## src/hw/acs_pkg.sv

```systemverilog
/*
  Shared constants for the ADC conversion sequencer: bus map, module
  register layout, field positions, reset values and timing.
  Assumes a 50 MHz system clock and a 32-bit AXI4-Lite register bus.
*/
package acs_pkg;

  // ==========================================================================
  // Bus map (port base as a byte address, other registers as word indices).
  localparam logic [6:0] ADDR_PORT_BASE = 7'h00;
  localparam logic [4:0] IDX_POWER      = 5'h10;
  localparam logic [4:0] IDX_DBG_CTRL   = 5'h11;
  localparam logic [4:0] IDX_STATUS     = 5'h12;
  localparam logic [4:0] IDX_ACC        = 5'h13;
  localparam logic [4:0] IDX_PTR        = 5'h14;
  localparam logic [4:0] IDX_INSTR      = 5'h15;
  localparam logic [1:0] RESP_OKAY      = 2'h0;
  localparam logic [1:0] RESP_SLVERR    = 2'h2;

  // ==========================================================================
  // CPU ports and the three that carry module access.
  localparam int         NUM_PORTS      = 16;
  localparam logic [3:0] PORT_MOD_ADDR  = 4'hD;
  localparam logic [3:0] PORT_MOD_DATA  = 4'hE;
  localparam logic [3:0] PORT_MOD_CMD   = 4'hF;
  localparam int         CMD_WRITE_BIT  = 0;

  // ==========================================================================
  // ADC module registers.
  localparam int         NUM_MOD_REGS   = 10;
  localparam logic [3:0] MREG_CONTROL   = 4'h0;
  localparam logic [3:0] MREG_CFG_A0    = 4'h1;
  localparam logic [3:0] MREG_CFG_B0    = 4'h4;
  localparam logic [3:0] MREG_DATA0     = 4'h7;
  localparam int         CTL_START_LSB  = 0;
  localparam int         CTL_SE_LSB     = 4;
  localparam int         CTL_DIV_LSB    = 8;
  localparam int         CFGA_RES_LSB   = 0;
  localparam int         CFGA_GAIN_LSB  = 3;
  localparam int         CFGA_REF_LSB   = 8;
  localparam int         CFGB_OFS_LSB   = 0;
  localparam logic [15:0] MOD_RESET     = 16'h0000;

  // ==========================================================================
  // Channel and reference codes.
  localparam logic [1:0] CH_ONE         = 2'h0;
  localparam logic [1:0] CH_TWO         = 2'h1;
  localparam logic [1:0] CH_TEMP        = 2'h2;
  localparam logic [1:0] REF_SUPPLY     = 2'h0;
  localparam logic [1:0] REF_EXT_X2     = 2'h1;
  localparam logic [1:0] REF_BANDGAP    = 2'h2;
  localparam int         MIN_RES_BITS   = 9;

  // ==========================================================================
  // Timing.
  localparam int         CLK_PERIOD_NS  = 20;
  localparam int         POR_HOLD_US    = 250;
  localparam int         POR_HOLD_CYC   = (POR_HOLD_US * 1000) / CLK_PERIOD_NS;
  localparam int         ADC_DIV_MIN    = 4;
  localparam int         ADC_CLKS_BASE  = 16;

  typedef enum logic [1:0] {
    ST_IDLE    = 2'b00,
    ST_CONVERT = 2'b01,
    ST_LATCH   = 2'b10,
    ST_RESUME  = 2'b11
  } acs_seq_type;

endpackage

```

## src/hw/acs_sequencer.sv

```systemverilog
/*
  ADC conversion sequencer: CPU port file, indirect module register access,
  conversion start/halt/latch/resume sequencing, power-on hold and debug view.
  Assumes an AXI4-Lite master, a front end that presents its decimated word
  on convResult, and supply monitors that are synchronous to sys_clk.
*/
`timescale 1ns/1ps
module acs_sequencer
  import acs_pkg::*;
#(
  parameter int POR_HOLD_CYCLES = POR_HOLD_CYC
) (
  input  wire logic        sys_clk,
  input  wire logic        rst_n,
  input  wire logic [6:0]  s_axi_awaddr,
  input  wire logic        s_axi_awvalid,
  output logic             s_axi_awready,
  input  wire logic [31:0] s_axi_wdata,
  input  wire logic [3:0]  s_axi_wstrb,
  input  wire logic        s_axi_wvalid,
  output logic             s_axi_wready,
  output logic [1:0]       s_axi_bresp,
  output logic             s_axi_bvalid,
  input  wire logic        s_axi_bready,
  input  wire logic [6:0]  s_axi_araddr,
  input  wire logic        s_axi_arvalid,
  output logic             s_axi_arready,
  output logic [31:0]      s_axi_rdata,
  output logic [1:0]       s_axi_rresp,
  output logic             s_axi_rvalid,
  input  wire logic        s_axi_rready,
  input  wire logic        supplyGood,
  input  wire logic [15:0] convResult,
  input  wire logic [15:0] cpuAccValue,
  input  wire logic [15:0] cpuPtrValue,
  input  wire logic [15:0] cpuInstrWord,
  output logic             cpuClkEnable,
  output logic             cpuHalted,
  output logic             cpuReset,
  output logic             convActive,
  output logic [1:0]       convChannel,
  output logic [1:0]       refSelect,
  output logic [3:0]       singleEndedSel,
  output logic [4:0]       gainSelect,
  output logic [7:0]       coarseOffset,
  output logic [15:0]      modulePower
);

  // ==========================================================================
  // Elaboration checks.
  if (POR_HOLD_CYCLES < 1 || POR_HOLD_CYCLES > 16383) begin : g_chk
    $error("POR_HOLD_CYCLES must lie between 1 and 16383");
  end

  // ==========================================================================
  // State record.
  typedef struct packed {
    logic                   awHeld;
    logic [6:0]             awAddr;
    logic                   wHeld;
    logic [31:0]            wData;
    logic [3:0]             wStrb;
    logic                   awReady;
    logic                   wReady;
    logic                   bValid;
    logic [1:0]             bResp;
    logic                   arReady;
    logic                   rValid;
    logic [31:0]            rData;
    logic [1:0]             rResp;
    logic [15:0][15:0]      ports;
    logic [9:0][15:0]       modRegs;
    logic [15:0]            power;
    logic                   dbgHalt;
    acs_seq_type            seq;
    logic [1:0]             chan;
    logic [23:0]            convCnt;
    logic [13:0]            porCnt;
    logic                   cpuReset;
    logic                   cpuHalt;
    logic                   clkEn;
    logic [1:0]             refSel;
    logic [3:0]             seSel;
    logic [4:0]             gain;
    logic [7:0]             offset;
  } acs_state_type;

  acs_state_type state_reg;
  acs_state_type state_next;

  // Decode helpers shared by the update logic and the checks below.
  logic        wrCommit;
  logic [4:0]  wrIdx;
  logic [4:0]  rdIdx;
  logic        startReq;
  logic [1:0]  startChan;
  logic [15:0] maskedResult;
  logic [23:0] convCycles;
  logic        viewOpen;

  // ==========================================================================
  // Next-state logic.
  always_comb begin
    logic [15:0] portWord;
    logic [15:0] ctlWord;
    logic [3:0]  modIdx;
    logic [2:0]  res;
    logic [2:0]  divSel;
    logic [1:0]  cfgIdx;
    portWord = 16'h0000;
    ctlWord  = 16'h0000;
    modIdx   = 4'h0;
    res      = 3'h0;
    divSel   = 3'h0;
    cfgIdx   = 2'h0;
    state_next = state_reg;
    startReq   = 1'b0;
    startChan  = CH_ONE;

    // Address and data are captured independently; the write completes once
    // both are held and no response is pending.
    if (s_axi_awvalid && state_reg.awReady) begin
      state_next.awHeld = 1'b1;
      state_next.awAddr = s_axi_awaddr;
    end
    if (s_axi_wvalid && state_reg.wReady) begin
      state_next.wHeld = 1'b1;
      state_next.wData = s_axi_wdata;
      state_next.wStrb = s_axi_wstrb;
    end
    wrCommit = state_reg.awHeld && state_reg.wHeld && !state_reg.bValid;
    wrIdx    = state_reg.awAddr[6:2];
    rdIdx    = s_axi_araddr[6:2];
    viewOpen = state_reg.cpuHalt || state_reg.dbgHalt;

    if (s_axi_bvalid && s_axi_bready) begin
      state_next.bValid = 1'b0;
    end
    if (wrCommit) begin
      state_next.awHeld = 1'b0;
      state_next.wHeld  = 1'b0;
      state_next.bValid = 1'b1;
      state_next.bResp  = RESP_OKAY;
      portWord = state_reg.ports[wrIdx[3:0]];
      if (state_reg.wStrb[0]) begin
        portWord[7:0] = state_reg.wData[7:0];
      end
      if (state_reg.wStrb[1]) begin
        portWord[15:8] = state_reg.wData[15:8];
      end
      if (wrIdx < 5'(NUM_PORTS)) begin
        // Ports are plain storage; only the command port has a side effect.
        state_next.ports[wrIdx[3:0]] = portWord;
        if (wrIdx[3:0] == PORT_MOD_CMD) begin
          modIdx = state_reg.ports[PORT_MOD_ADDR][3:0];
          // The whole index word is decoded, so a high index never aliases.
          if (state_reg.ports[PORT_MOD_ADDR]
              >= 16'(NUM_MOD_REGS)) begin
            state_next.ports[PORT_MOD_DATA] = 16'h0000;
          end else if (!portWord[CMD_WRITE_BIT]) begin
            state_next.ports[PORT_MOD_DATA] = state_reg.modRegs[modIdx];
          end else if (modIdx < MREG_DATA0
                       && state_reg.seq == ST_IDLE) begin
            // Module writes go through the address/data ports only.
            state_next.modRegs[modIdx] =
              state_reg.ports[PORT_MOD_DATA];
            ctlWord = state_reg.ports[PORT_MOD_DATA];
            if (modIdx == MREG_CONTROL && !state_reg.cpuReset
                && ctlWord[CTL_START_LSB +: 3] != 3'b000) begin
              startReq = 1'b1;
            end
            // Fixed priority when several start bits are written at once.
            if (ctlWord[CTL_START_LSB]) begin
              startChan = CH_ONE;
            end else if (ctlWord[CTL_START_LSB + 1]) begin
              startChan = CH_TWO;
            end else begin
              startChan = CH_TEMP;
            end
          end
        end
      end else if (wrIdx == IDX_POWER) begin
        state_next.power = portWord;
      end else if (wrIdx == IDX_DBG_CTRL) begin
        state_next.dbgHalt = portWord[0];
      end else if (wrIdx > IDX_INSTR || wrIdx == IDX_STATUS) begin
        state_next.bResp = RESP_SLVERR;
      end else begin
        state_next.bResp = RESP_SLVERR;
      end
    end

    // Reads answer one cycle after the address is taken.
    if (s_axi_rvalid && s_axi_rready) begin
      state_next.rValid = 1'b0;
    end
    if (s_axi_arvalid && state_reg.arReady) begin
      state_next.rValid = 1'b1;
      state_next.rResp  = RESP_OKAY;
      state_next.rData  = 32'h0000_0000;
      if (rdIdx < 5'(NUM_PORTS)) begin
        state_next.rData = {16'h0000, state_reg.ports[rdIdx[3:0]]};
      end else if (rdIdx == IDX_POWER) begin
        state_next.rData = {16'h0000, state_reg.power};
      end else if (rdIdx == IDX_DBG_CTRL) begin
        state_next.rData = {31'h0000_0000, state_reg.dbgHalt};
      end else if (rdIdx == IDX_STATUS) begin
        state_next.rData = {28'h000_0000, state_reg.clkEn,
                            state_reg.cpuReset, state_reg.cpuHalt,
                            state_reg.seq != ST_IDLE};
      end else if (rdIdx == IDX_ACC) begin
        // CPU internals are hidden unless a conversion or the debug halt stops the CPU.
        state_next.rData = viewOpen ? {16'h0000, cpuAccValue}
                                    : 32'h0000_0000;
      end else if (rdIdx == IDX_PTR) begin
        state_next.rData = viewOpen ? {16'h0000, cpuPtrValue}
                                    : 32'h0000_0000;
      end else if (rdIdx == IDX_INSTR) begin
        state_next.rData = viewOpen ? {16'h0000, cpuInstrWord}
                                    : 32'h0000_0000;
      end else begin
        state_next.rResp = RESP_SLVERR;
      end
    end

    // Resolution keeps the top 9 to 16 bits of the two's-complement word;
    // the temperature word is already sign plus fifteen bits.
    cfgIdx = state_reg.chan;
    res    = state_reg.modRegs[MREG_CFG_A0 + 4'(cfgIdx)][CFGA_RES_LSB +: 3];
    maskedResult = convResult & (16'hFFFF << (3'h7 - res));
    divSel = state_reg.modRegs[MREG_CONTROL][CTL_DIV_LSB +: 3];
    convCycles = 24'(ADC_DIV_MIN << divSel) * 24'(ADC_CLKS_BASE << res);

    // Conversion sequence.
    case (state_reg.seq)
      ST_IDLE: begin
        if (startReq) begin
          state_next.seq     = ST_CONVERT;
          state_next.chan    = startChan;
          state_next.cpuHalt = 1'b1;
          state_next.convCnt = 24'h00_0000;
        end
      end
      ST_CONVERT: begin
        // Duration scales with resolution and the ADC clock divisor.
        state_next.convCnt = state_reg.convCnt + 24'h00_0001;
        if (state_reg.convCnt >= convCycles - 24'h00_0001) begin
          state_next.seq = ST_LATCH;
        end
      end
      ST_LATCH: begin
        state_next.modRegs[MREG_DATA0 + 4'(state_reg.chan)] =
          maskedResult;
        state_next.modRegs[MREG_CONTROL][CTL_START_LSB +: 3] =
          3'b000;
        state_next.seq = ST_RESUME;
      end
      ST_RESUME: begin
        state_next.cpuHalt = 1'b0;
        state_next.seq     = ST_IDLE;
      end
      default: begin
        state_next.seq = ST_IDLE;
      end
    endcase

    // Front-end steering follows the control and per-channel configuration.
    cfgIdx = (state_next.seq == ST_IDLE) ? CH_ONE : state_next.chan;
    state_next.seSel  = state_next.modRegs[MREG_CONTROL][CTL_SE_LSB +: 4];
    state_next.gain   =
      state_next.modRegs[MREG_CFG_A0 + 4'(cfgIdx)][CFGA_GAIN_LSB +: 5];
    state_next.offset =
      state_next.modRegs[MREG_CFG_B0 + 4'(cfgIdx)][CFGB_OFS_LSB +: 8];
    if (cfgIdx == CH_TEMP) begin
      state_next.refSel = REF_BANDGAP;
    end else begin
      state_next.refSel =
        state_next.modRegs[MREG_CFG_A0 + 4'(cfgIdx)][CFGA_REF_LSB +: 2];
      if (state_next.refSel > REF_BANDGAP) begin
        state_next.refSel = REF_BANDGAP;
      end
    end

    // Power-on hold: ports, power and debug halt default and the CPU is held in reset while supplies are short.
    if (!supplyGood) begin
      state_next.porCnt   = 14'h0000;
      state_next.cpuReset = 1'b1;
      state_next.power    = 16'h0000;
      state_next.ports    = '0;
      state_next.dbgHalt  = 1'b0;
    end else if (state_reg.cpuReset) begin
      state_next.porCnt = state_reg.porCnt + 14'h0001;
      if (state_reg.porCnt >= 14'(POR_HOLD_CYCLES - 1)) begin
        state_next.cpuReset = 1'b0;
      end
    end

    state_next.clkEn   = !state_next.cpuHalt && !state_next.dbgHalt
                         && !state_next.cpuReset;
    state_next.awReady = !state_next.awHeld && !state_next.bValid;
    state_next.wReady  = !state_next.wHeld && !state_next.bValid;
    state_next.arReady = !state_next.rValid;
  end

  // ==========================================================================
  // State register. Control starts in the held-in-reset condition.
  always_ff @(posedge sys_clk or negedge rst_n) begin
    if (!rst_n) begin
      state_reg          <= '0;
      state_reg.seq      <= ST_IDLE;
      state_reg.cpuReset <= 1'b1;
      state_reg.modRegs  <= {NUM_MOD_REGS{MOD_RESET}};
    end else begin
      state_reg <= state_next;
    end
  end

  // ==========================================================================
  // Outputs come straight from the state record.
  assign s_axi_awready  = state_reg.awReady;
  assign s_axi_wready   = state_reg.wReady;
  assign s_axi_bvalid   = state_reg.bValid;
  assign s_axi_bresp    = state_reg.bResp;
  assign s_axi_arready  = state_reg.arReady;
  assign s_axi_rvalid   = state_reg.rValid;
  assign s_axi_rdata    = state_reg.rData;
  assign s_axi_rresp    = state_reg.rResp;
  assign cpuClkEnable   = state_reg.clkEn;
  assign cpuHalted      = state_reg.cpuHalt;
  assign cpuReset       = state_reg.cpuReset;
  assign convActive     = state_reg.cpuHalt;
  assign convChannel    = state_reg.chan;
  assign refSelect      = state_reg.refSel;
  assign singleEndedSel = state_reg.seSel;
  assign gainSelect     = state_reg.gain;
  assign coarseOffset   = state_reg.offset;
  assign modulePower    = state_reg.power;
endmodule

```

## config.mk

```make
export PLATFORM = sky130hd
export DESIGN_NAME = acs_sequencer
export DESIGN_NICKNAME = d
export VERILOG_FILES = /design/src/hw/acs_pkg.sv /design/src/hw/acs_sequencer.sv
export SDC_FILE = /design/constraint.sdc
export NUM_CORES = 1
export LEC_CHECK = 0
export ABC_AREA = 1
export BUFFER_PORTS_ARGS = -buffer_cell sky130_fd_sc_hd__buf_4
export CORE_AREA = 2 2 390 237
export CTS_CLUSTER_DIAMETER = 60
export DETAILED_ROUTE_END_ITERATION = 8
export DIE_AREA = 0 0 392 239
export PLACE_DENSITY = 0.54
export RECOVER_POWER = 50
export SETUP_SLACK_MARGIN = 0.15
export SLEW_MARGIN = 20
export SYNTH_ARGS = -nofsm -noshare
export SYNTH_HDL_FRONTEND = slang
export SYNTH_SLANG_ARGS = --single-unit
```

## constraint.sdc

```tcl
create_clock -name sys_clk -period 9.2 [get_ports sys_clk]
set_input_delay 0.92 -clock sys_clk [delete_from_list [all_inputs] [get_ports sys_clk]]
set_output_delay 0.92 -clock sys_clk [all_outputs]
set_load 0.02 [all_outputs]
```

# Word-level counts from Yosys, hierarchy flattened
# Cells that the tools add are included.
[totals]
output_inout_bits = 82
input_bits = 122
rom_bits = 0
mem_count = 0
wordCells = 234
latch_bits = 0
register_bits = 583
mem_bits_rw = 0
[op_classes]
n_lt_le_gt_ge = 17
add_sub_neg = 8
n_eq_ne = 19
n_bitwise = 1
n_shift = 3
n_reduce_logical = 36
n_div = 0
muxes = 97
multipliers = 1
[op_table]
columns = ["operator", "n"]
rows = [
  ["$mux 160", 5],
  ["$mux 433", 1],
  ["$mux 416", 1],
  ["$bmux 16 s4", 6],
  ["$bwmux 160", 2],
  ["$mux 16", 19],
  ["$bwmux 256", 1],
  ["$mux 256", 1],
  ["$demux 16 s4", 3],
  ["$mux 8", 6],
  ["$pmux 24 s2", 1],
  ["$mux 2", 23],
  ["$eq 5x5->1 const B", 8],
  ["$mux 37", 1],
  ["$mux 35", 1],
  ["$mux 17", 2],
  ["$mux 32", 1],
  ["$mux 15", 2],
  ["$mux 28", 1],
  ["$lt 4x5->1 const B", 5],
  ["$add 24x1->24 const B", 1],
  ["$ge 24x24->1", 1],
  ["$mul 24x24->24", 1],
  ["$shl 3x3->24 const A", 1],
  ["34 further kinds", 88],
]

# Logic depth before layout (Yosys ltp)
# Gate-level depths: netlist (run 1).
[logic_depth]
word_depth = 20
ltp_mapped = 63
mapped_depth_nobuf = 59

# Worst setup path before layout (run 1)
# Ideal clock, no wire load.
[synth_path]
path_kind = "flip-flop to flip-flop"
start = "register state_reg, in the netlist convChannel[0]"
end = "register state_reg, in the netlist gainSelect[2]"
t_required_ps = 9135
setup_time_ps = 65
path_stages_with_launch = 57
arrival_time_ps = 9537
slack_ps = -402
path_cell_list = "dfrtp_1 inv_1 buf_2 ha_1 inv_1 o21ai_0 o22ai_1 inv_1 o21ai_0 inv_1 nor2_1 nand2_1 nor2_1 fa_1 fa_1 inv_1 fa_1 inv_1 [... 21 more ...] nor2_1 nand2_1 inv_1 nand4_1 nand3_1 o21ai_0 nand2_1 nand3_2 nand2_2 inv_2 buf_2 ha_1 clkbuf_1 clkbuf_1 o21ai_0 o21ai_1 nand2_1 nand2_1"
[synth_rtl]
columns = ["element", "line_no", "source"]
rows = [
  ["start, declared", "acs_sequencer.sv:88", "acs_state_type state_reg;"],
  ["start signal, assigned", "acs_sequencer.sv:314", "state_reg <= state_next;"],
]

==> impl_metrics.yaml, run 1 <==
hold_path:
  hp-class: "in2reg"
setup_path:
  worstSetupPathType: "reg2reg"
  end_kind: "flip-flop"
  crit_path_max_fanout: 8
  cp.required_ps: 9800
  cp_top_family: "adder cells"
  cp_common_cell: "nand2_1"
  start_kind: "flip-flop"
  critPathBufInv: 12
  arrival_ps: 9540
  max_stage_delay_ps: 540
  slowest_stage: "fa_1"
run_status:
  violations: "capacitance limit, slew limit"
  status: "finished with violations"
routing:
  wl_per_cell_um: 22.5
  firstDrtPassIters: 6
  final_antenna_net_count: 0
  drtIter0Drc: 3533
  via_count: 29294
  wl_um: 118000
  drc: 0
  viasPerCell: 5.58
clock_tree:
  cts_hold_buf: 0
  cts_buffers: 56
  worstSkewPairLatency_ps: 660
  cts_tree: "yes"
  clockBufferDepth: 3
  htree_levels: 2
  path_clk_slew_ps: 70
  cts-root-buf: "clkbuf_16"
  cts.sinks: 541
logic_synthesis:
  synth_top_area_cell: "dfrtp_1"
  ys_warn_count: 0
  synthAdderAreaFrac_pct: 7.28
  synth_area_per_cell_um2: 8.04
  yosys.area_share.simple_pct: 13.8
  synthMuxAreaShare_pct: 0
  synth_edf_count: 0
  yosys.area.top_type_share_pct: 43.1
  synthArstFlopShare_pct: 100
  yosys.cell_types.count: 57
  synth_area_leaders: "dfrtp_1 (43%), o21ai_0 (9.9%), nand2_1 (7.9%), o22ai_1 (6.3%), inv_1 (6.2%)"
  synth-compound-area-share_pct: 24.2
  postSynthCellCount: 3900
  synth_top_family_by_area: "compound AO/OA/AOI/OAI gates"
  ys_ff_latch: 541
  synth_area_mm2: 0.0314
  seq_area_frac_synth_pct: 43.2
  yosys.area_share.xor_xnor_pct: 0.363
  synth_ff_type: "dfrtp_1"
power:
  powerDensity_mw_per_mm2: 187
  power.leakage_nw: 16.2
  vdd_drop_max_mv: 0.161
final_layout:
  largest_reg_flops: 479
  area_growth_pct: 14.5
  fillers: 9366
  multi_input_area_mm2: 0.0148
  fin_nets: 4245
  final_cell_mix: "nand2_1 (649), o21ai_0 (603), dfrtp_1 (539)"
  drive_above_1_share_pct: 10.9
  seq_area_mm2: 0.0135
  layout_commonest_cell: "nand2_1"
  layoutNonFillerInstCount: 5251
global_route:
  grt_max_degree: 154
  grt_pass1_wl_um: 177000
  first_global_vias: 27337
  grt.overflow.total: 0
  antenna_found_initial: 3
  grt.total_usage_pct: 24.7
place:
  dp_cells: 5138
  dp_slack_ps: -154
  port_buffers: 163
  hpwl_um: 81300
  gp_congestion: 0.896
timing:
  fin_hold_ws_ps: 463
  maxSlewHeadroom_pct: -182
  fmax_ghz: 0.112
  period_minus_slack_ps: 8950
  timing.final.ws_setup_ps: 253
  setup_violations: 0
  grt_setup_unrepaired: "true"
  final-hold-violation-count: 0
  slew_viol_final: 303
  fin_setup_tns_ps: 0
  finalCritPeriodShare_pct: 97.2
  worst_pin_slew_ps: 4230
  fin_skew_ps: 27.5
die:
  die_w_um: 392
  start_util_pct: 34.6
  ios: 204
  core_area_mm2: 0.0906
  die_h_um: 239
  fp.dieArea_mm2: 0.0937
  rows: 86
flow_run:
  drv_cap: 6
-- synth_stat cells, drive strengths merged, types with 14 or more instances --
library cell,n
inv,532
o221ai,18
a21oi,139
nand2,667
clkbuf,181
ha,104
o211ai,29
o31ai,16
nor3,36
buf,115
o21ai,648
nor2,207
o22ai,318
nand3,98
nand4,19
a221oi,80
fa,49
dfrtp,540
clkinv,14
-- worst register-to-register path, delay by kind of cell (launching register included) --
kind	cells	cell delay (ps)
buffers and inverters	12	940
and+or+nand+nor	20	1920
AOI/OAI and AO/OA	12	1250
xor gates and xnor gates	1	160
adders and majority gates	11	4190
DFF	1	410
-- path summary, 6_finish.rpt --
check | from | end | slack (ps) | depth (start not counted)
min in group asynchronous | rst_n | state_reg[33] | 1790 | 1
worst max-delay path | convChannel[0] | gainSelect[3] | 250 | 56
worst min-delay path | s_axi_wdata[9] | state_reg[551] | 460 | 3
max in group asynchronous | rst_n | convChannel[0] | 2040 | 2
worst min register to register | s_axi_rvalid | s_axi_arready | 470 | 1
worst max register to register | convChannel[0] | gainSelect[3] | 250 | 56
-- kinds of logic (layout without fill, tap and decap cells) --
family | count (synthesis) | count (layout)
AND/OR/NAND/NOR | 1046 | 1046
other | 1 | 20
XOR/XNOR | 13 | 13
flip-flops | 541 | 541
buffers and inverters | 842 | 942
AO/OA/AOI/OAI | 1304 | 1304
adder cells (fa/ha/maj) | 153 | 153
-- power breakdown --
part	internal, mW	switching [mW]	total [mW]
clock network	1.42	1.05	2.47
registers	2.49	0.118	2.61
logic	0.314	1.31	1.62
-- cell type report --
class                           count  share of cell area [%]
Sequential cell                   541                    37.7
Inverter                          546                    5.74
Clock buffer                       90                    4.65
Antenna cell                        2                  0.0139
Clock inverter                     15                   0.777
Tap cell                         1232                    4.29
Multi-Input combinational cell   2534                    41.1
Timing Repair Buffer              291                    5.71
-- per-layer routing --
metal  vias to the layer above  wire length (um)  GRT usage [%]
met1                     14255             56700           39.1
met5                         -                28              0
met2                      1474             46000           32.9
met4                         4              2060           5.03
met3                       167             13500           6.57
li1                      13394                 -              -
-- what timing repair did --
action                                  4_1_cts  5_1_grt
endpoints found under the setup margin       10       15
pin swaps                                     6       40
buffers inserted                              1        4
gates resized for setup                      13       79
gates cloned                                  0        1
-- stage by stage --
| step | area, um2 | utilization, % | power, mW |
|---|---|---|---|
| floorplan | 31500 | - | 3.45 |
| global placement | 33800 | 37.4 | 4.22 |
| detailed placement | 33800 | 37.4 | 4.22 |
| CTS | 35800 | 39.6 | 6.69 |
| global route | 35900 | 39.6 | 6.92 |
| finish | 35900 | 39.6 | 6.70 |
No activity file was read; power rests on OpenSTA's default activity.
==> inputs of run 2 (changes only) <==
--- a/config.mk
+++ b/config.mk
@@ -6,8 +6,10 @@
 export NUM_CORES = 1
 export LEC_CHECK = 0
 export ABC_AREA = 1
+export ABC_CLOCK_PERIOD_IN_PS = 9200
 export BUFFER_PORTS_ARGS = -buffer_cell sky130_fd_sc_hd__buf_4
 export CORE_AREA = 2 2 390 237
+export CTS_BUF_LIST = sky130_fd_sc_hd__clkbuf_4
 export CTS_CLUSTER_DIAMETER = 60
 export DETAILED_ROUTE_END_ITERATION = 8
 export DIE_AREA = 0 0 392 239
==> run 2 against run 1 <==
  * The flow still finishes with violations (capacitance limit, slew limit)
  * Sequential power about the same
  * Utilization grew 0.23 points
  * Maximum frequency grew 0.56%
  * Setup slack improved by 50 ps
  * Critical endpoint is now gainSelect[0]
  * Critical path type unchanged
==> impl_metrics.yaml, run 2 (synthesis results as in run 1) <==
setup_path:
  end_kind: "flip-flop"
  crit_path_max_fanout: 8
  cp_top_family: "adder cells"
  start_kind: "flip-flop"
  worstSetupPathType: "reg2reg"
  r2r_cells: 56
  critPathBufInv: 12
  rrSetupSlack_ps: 300
  worst-path-stages: 56
  max_stage_delay_ps: 540
  startpoint: "convChannel[0]"
  timing.rr.end: "gainSelect[0]"
  arrival_ps: 9830
  cp.required_ps: 10140
  slowest_stage: "fa_1"
  timing.rr.start: "convChannel[0]"
  cp_common_cell: "nand2_1"
  cp-endpoint: "gainSelect[0]"
final_layout:
  design_area_mm2: 0.0361
  drive_above_1_share_pct: 14.8
  final_cell_mix: "nand2_1 (648), o21ai_0 (600), dfrtp_1 (539)"
  layout_commonest_cell: "nand2_1"
  fillers: 9484
  fin_nets: 4344
  area_growth_pct: 15.2
  layoutNonFillerInstCount: 5408
  largest_reg_flops: 479
clock_tree:
  clockBufferDepth: 3
  cts_buffers: 144
  cts_tree: "yes"
  cts-root-buf: "clkbuf_4"
  htree_levels: 4
  cts.sinks: 541
  path_clk_slew_ps: 70
  worstSkewPairLatency_ps: 1070
run_status:
  status: "finished with violations"
  violations: "capacitance limit, slew limit"
global_route:
  grt.total_usage_pct: 25.1
  first_global_vias: 28072
  grt.overflow.total: 0
  grt_pass1_wl_um: 178000
  grt_max_degree: 154
  antenna_found_initial: 5
routing:
  wl_per_cell_um: 22.1
  drtIter0Drc: 3645
  drc: 0
  wl_um: 120000
  final_antenna_net_count: 0
  viasPerCell: 5.56
  via_count: 30074
  firstDrtPassIters: 6
place:
  dp_cells: 5138
  place_area_mm2: 0.0338
  hpwl_um: 81300
  gp_congestion: 0.896
  port_buffers: 163
timing:
  finalCritPeriodShare_pct: 96.7
  grt_setup_unrepaired: "true"
  setup_violations: 0
  slew_viol_final: 300
  final-hold-violation-count: 0
  period_minus_slack_ps: 8900
  maxSlewHeadroom_pct: -184
  worst_pin_slew_ps: 4260
  fin_setup_tns_ps: 0
  fmax_ghz: 0.112
  fin_skew_ps: 64.3
flow_run:
  drv_cap: 6
hold_path:
  hp-class: "in2reg"
die:
  die_w_um: 392
  rows: 86
  core_area_mm2: 0.0906
  fp.dieArea_mm2: 0.0937
  start_util_pct: 34.6
  ios: 204
  die_h_um: 239
power:
  power_mw: 6.52
  vdd_drop_max_mv: 0.116
  power.leakage_nw: 16.6
  powerDensity_mw_per_mm2: 180
run 2: cell types whose count changed in the layout (fill, tap and decap cells not counted), moves of 4 or more:
cell           before  now
diode_2             2    6
clkinv_1           14   34
clkbuf_1           88   36
buf_4             212  241
clkbuf_4            0  212
clkbuf_8           12    0
clkbuf_16          58    3
dlygate4sd3_1       0   10
nand3_1            93   88
nand3_2             4    9
run 2: layer usage:
layer  vias up  part of all wire, %  GRT usage (%)
li1      13682                    -              -
met1     14626                   48           38.9
met2      1604                   39           32.9
met3       158                   12           7.79
met4         4                  1.4           6.26
met5         -                0.022              0
run 2: repair_timing:
action | in CTS | in global routing
setup endpoints to repair | 9 | 15
hold buffers | 10 | 0
buffers inserted | 1 | 2
gates cloned | 0 | 4
pin swaps | 5 | 44
gates resized for setup | 12 | 90
hold endpoints to repair | 83 | 0
run 2: worst min-delay path by stage:
stage | start | to | depth (start not counted)
after floorplan | state_reg[35] | state_reg[35] | 1
after global placement | state_reg[35] | state_reg[35] | 1
after detailed placement | state_reg[35] | state_reg[35] | 1
after CTS | s_axi_wdata[15] | state_reg[557] | 3
after global routing | s_axi_wdata[5] | state_reg[547] | 3
final | s_axi_wdata[5] | state_reg[547] | 3
run 2: worst reg2reg max path: cells and delay by family (launching register included):
kind	cells	cell delay, ps
xor gates and xnor gates	1	160
and+or+nand+nor	21	1970
DFF	1	400
AOI/OAI and AO/OA	11	1150
buffers and inverters	12	870
adders and majority gates	11	4210
run 2: power by group:
part | leakage (nW) | switching [mW] | internal (mW) | total (mW)
Combinational | 8.12 | 1.31 | 0.329 | 1.64
Sequential | 7.36 | 0.118 | 2.49 | 2.61
Clock | 1.10 | 1.11 | 1.17 | 2.27
Total | 16.6 | 2.54 | 3.98 | 6.52
run 2: area by class of cell:
cell class,count,area [um2],share of cell area (%)
Timing Repair Buffer,302,2310,6.38
Clock inverter,35,264,0.731
Tap cell,1232,1540,4.27
Antenna cell,6,15.0,0.0416
Inverter,546,2060,5.72
Sequential cell,541,13500,37.5
Multi-Input combinational cell,2534,14800,41.0
Clock buffer,212,1590,4.41
run 2: per-stage QoR:
step                      util (%)  hold slack [ps]  setup slack (ps)
after global placement        37.4              460             -28.5
after detailed placement      37.4              457              -154
after CTS                     39.6            0.438               151
after global routing          39.9             73.5              -178
final                         39.9             90.4               303
after floorplan                  -              435               174
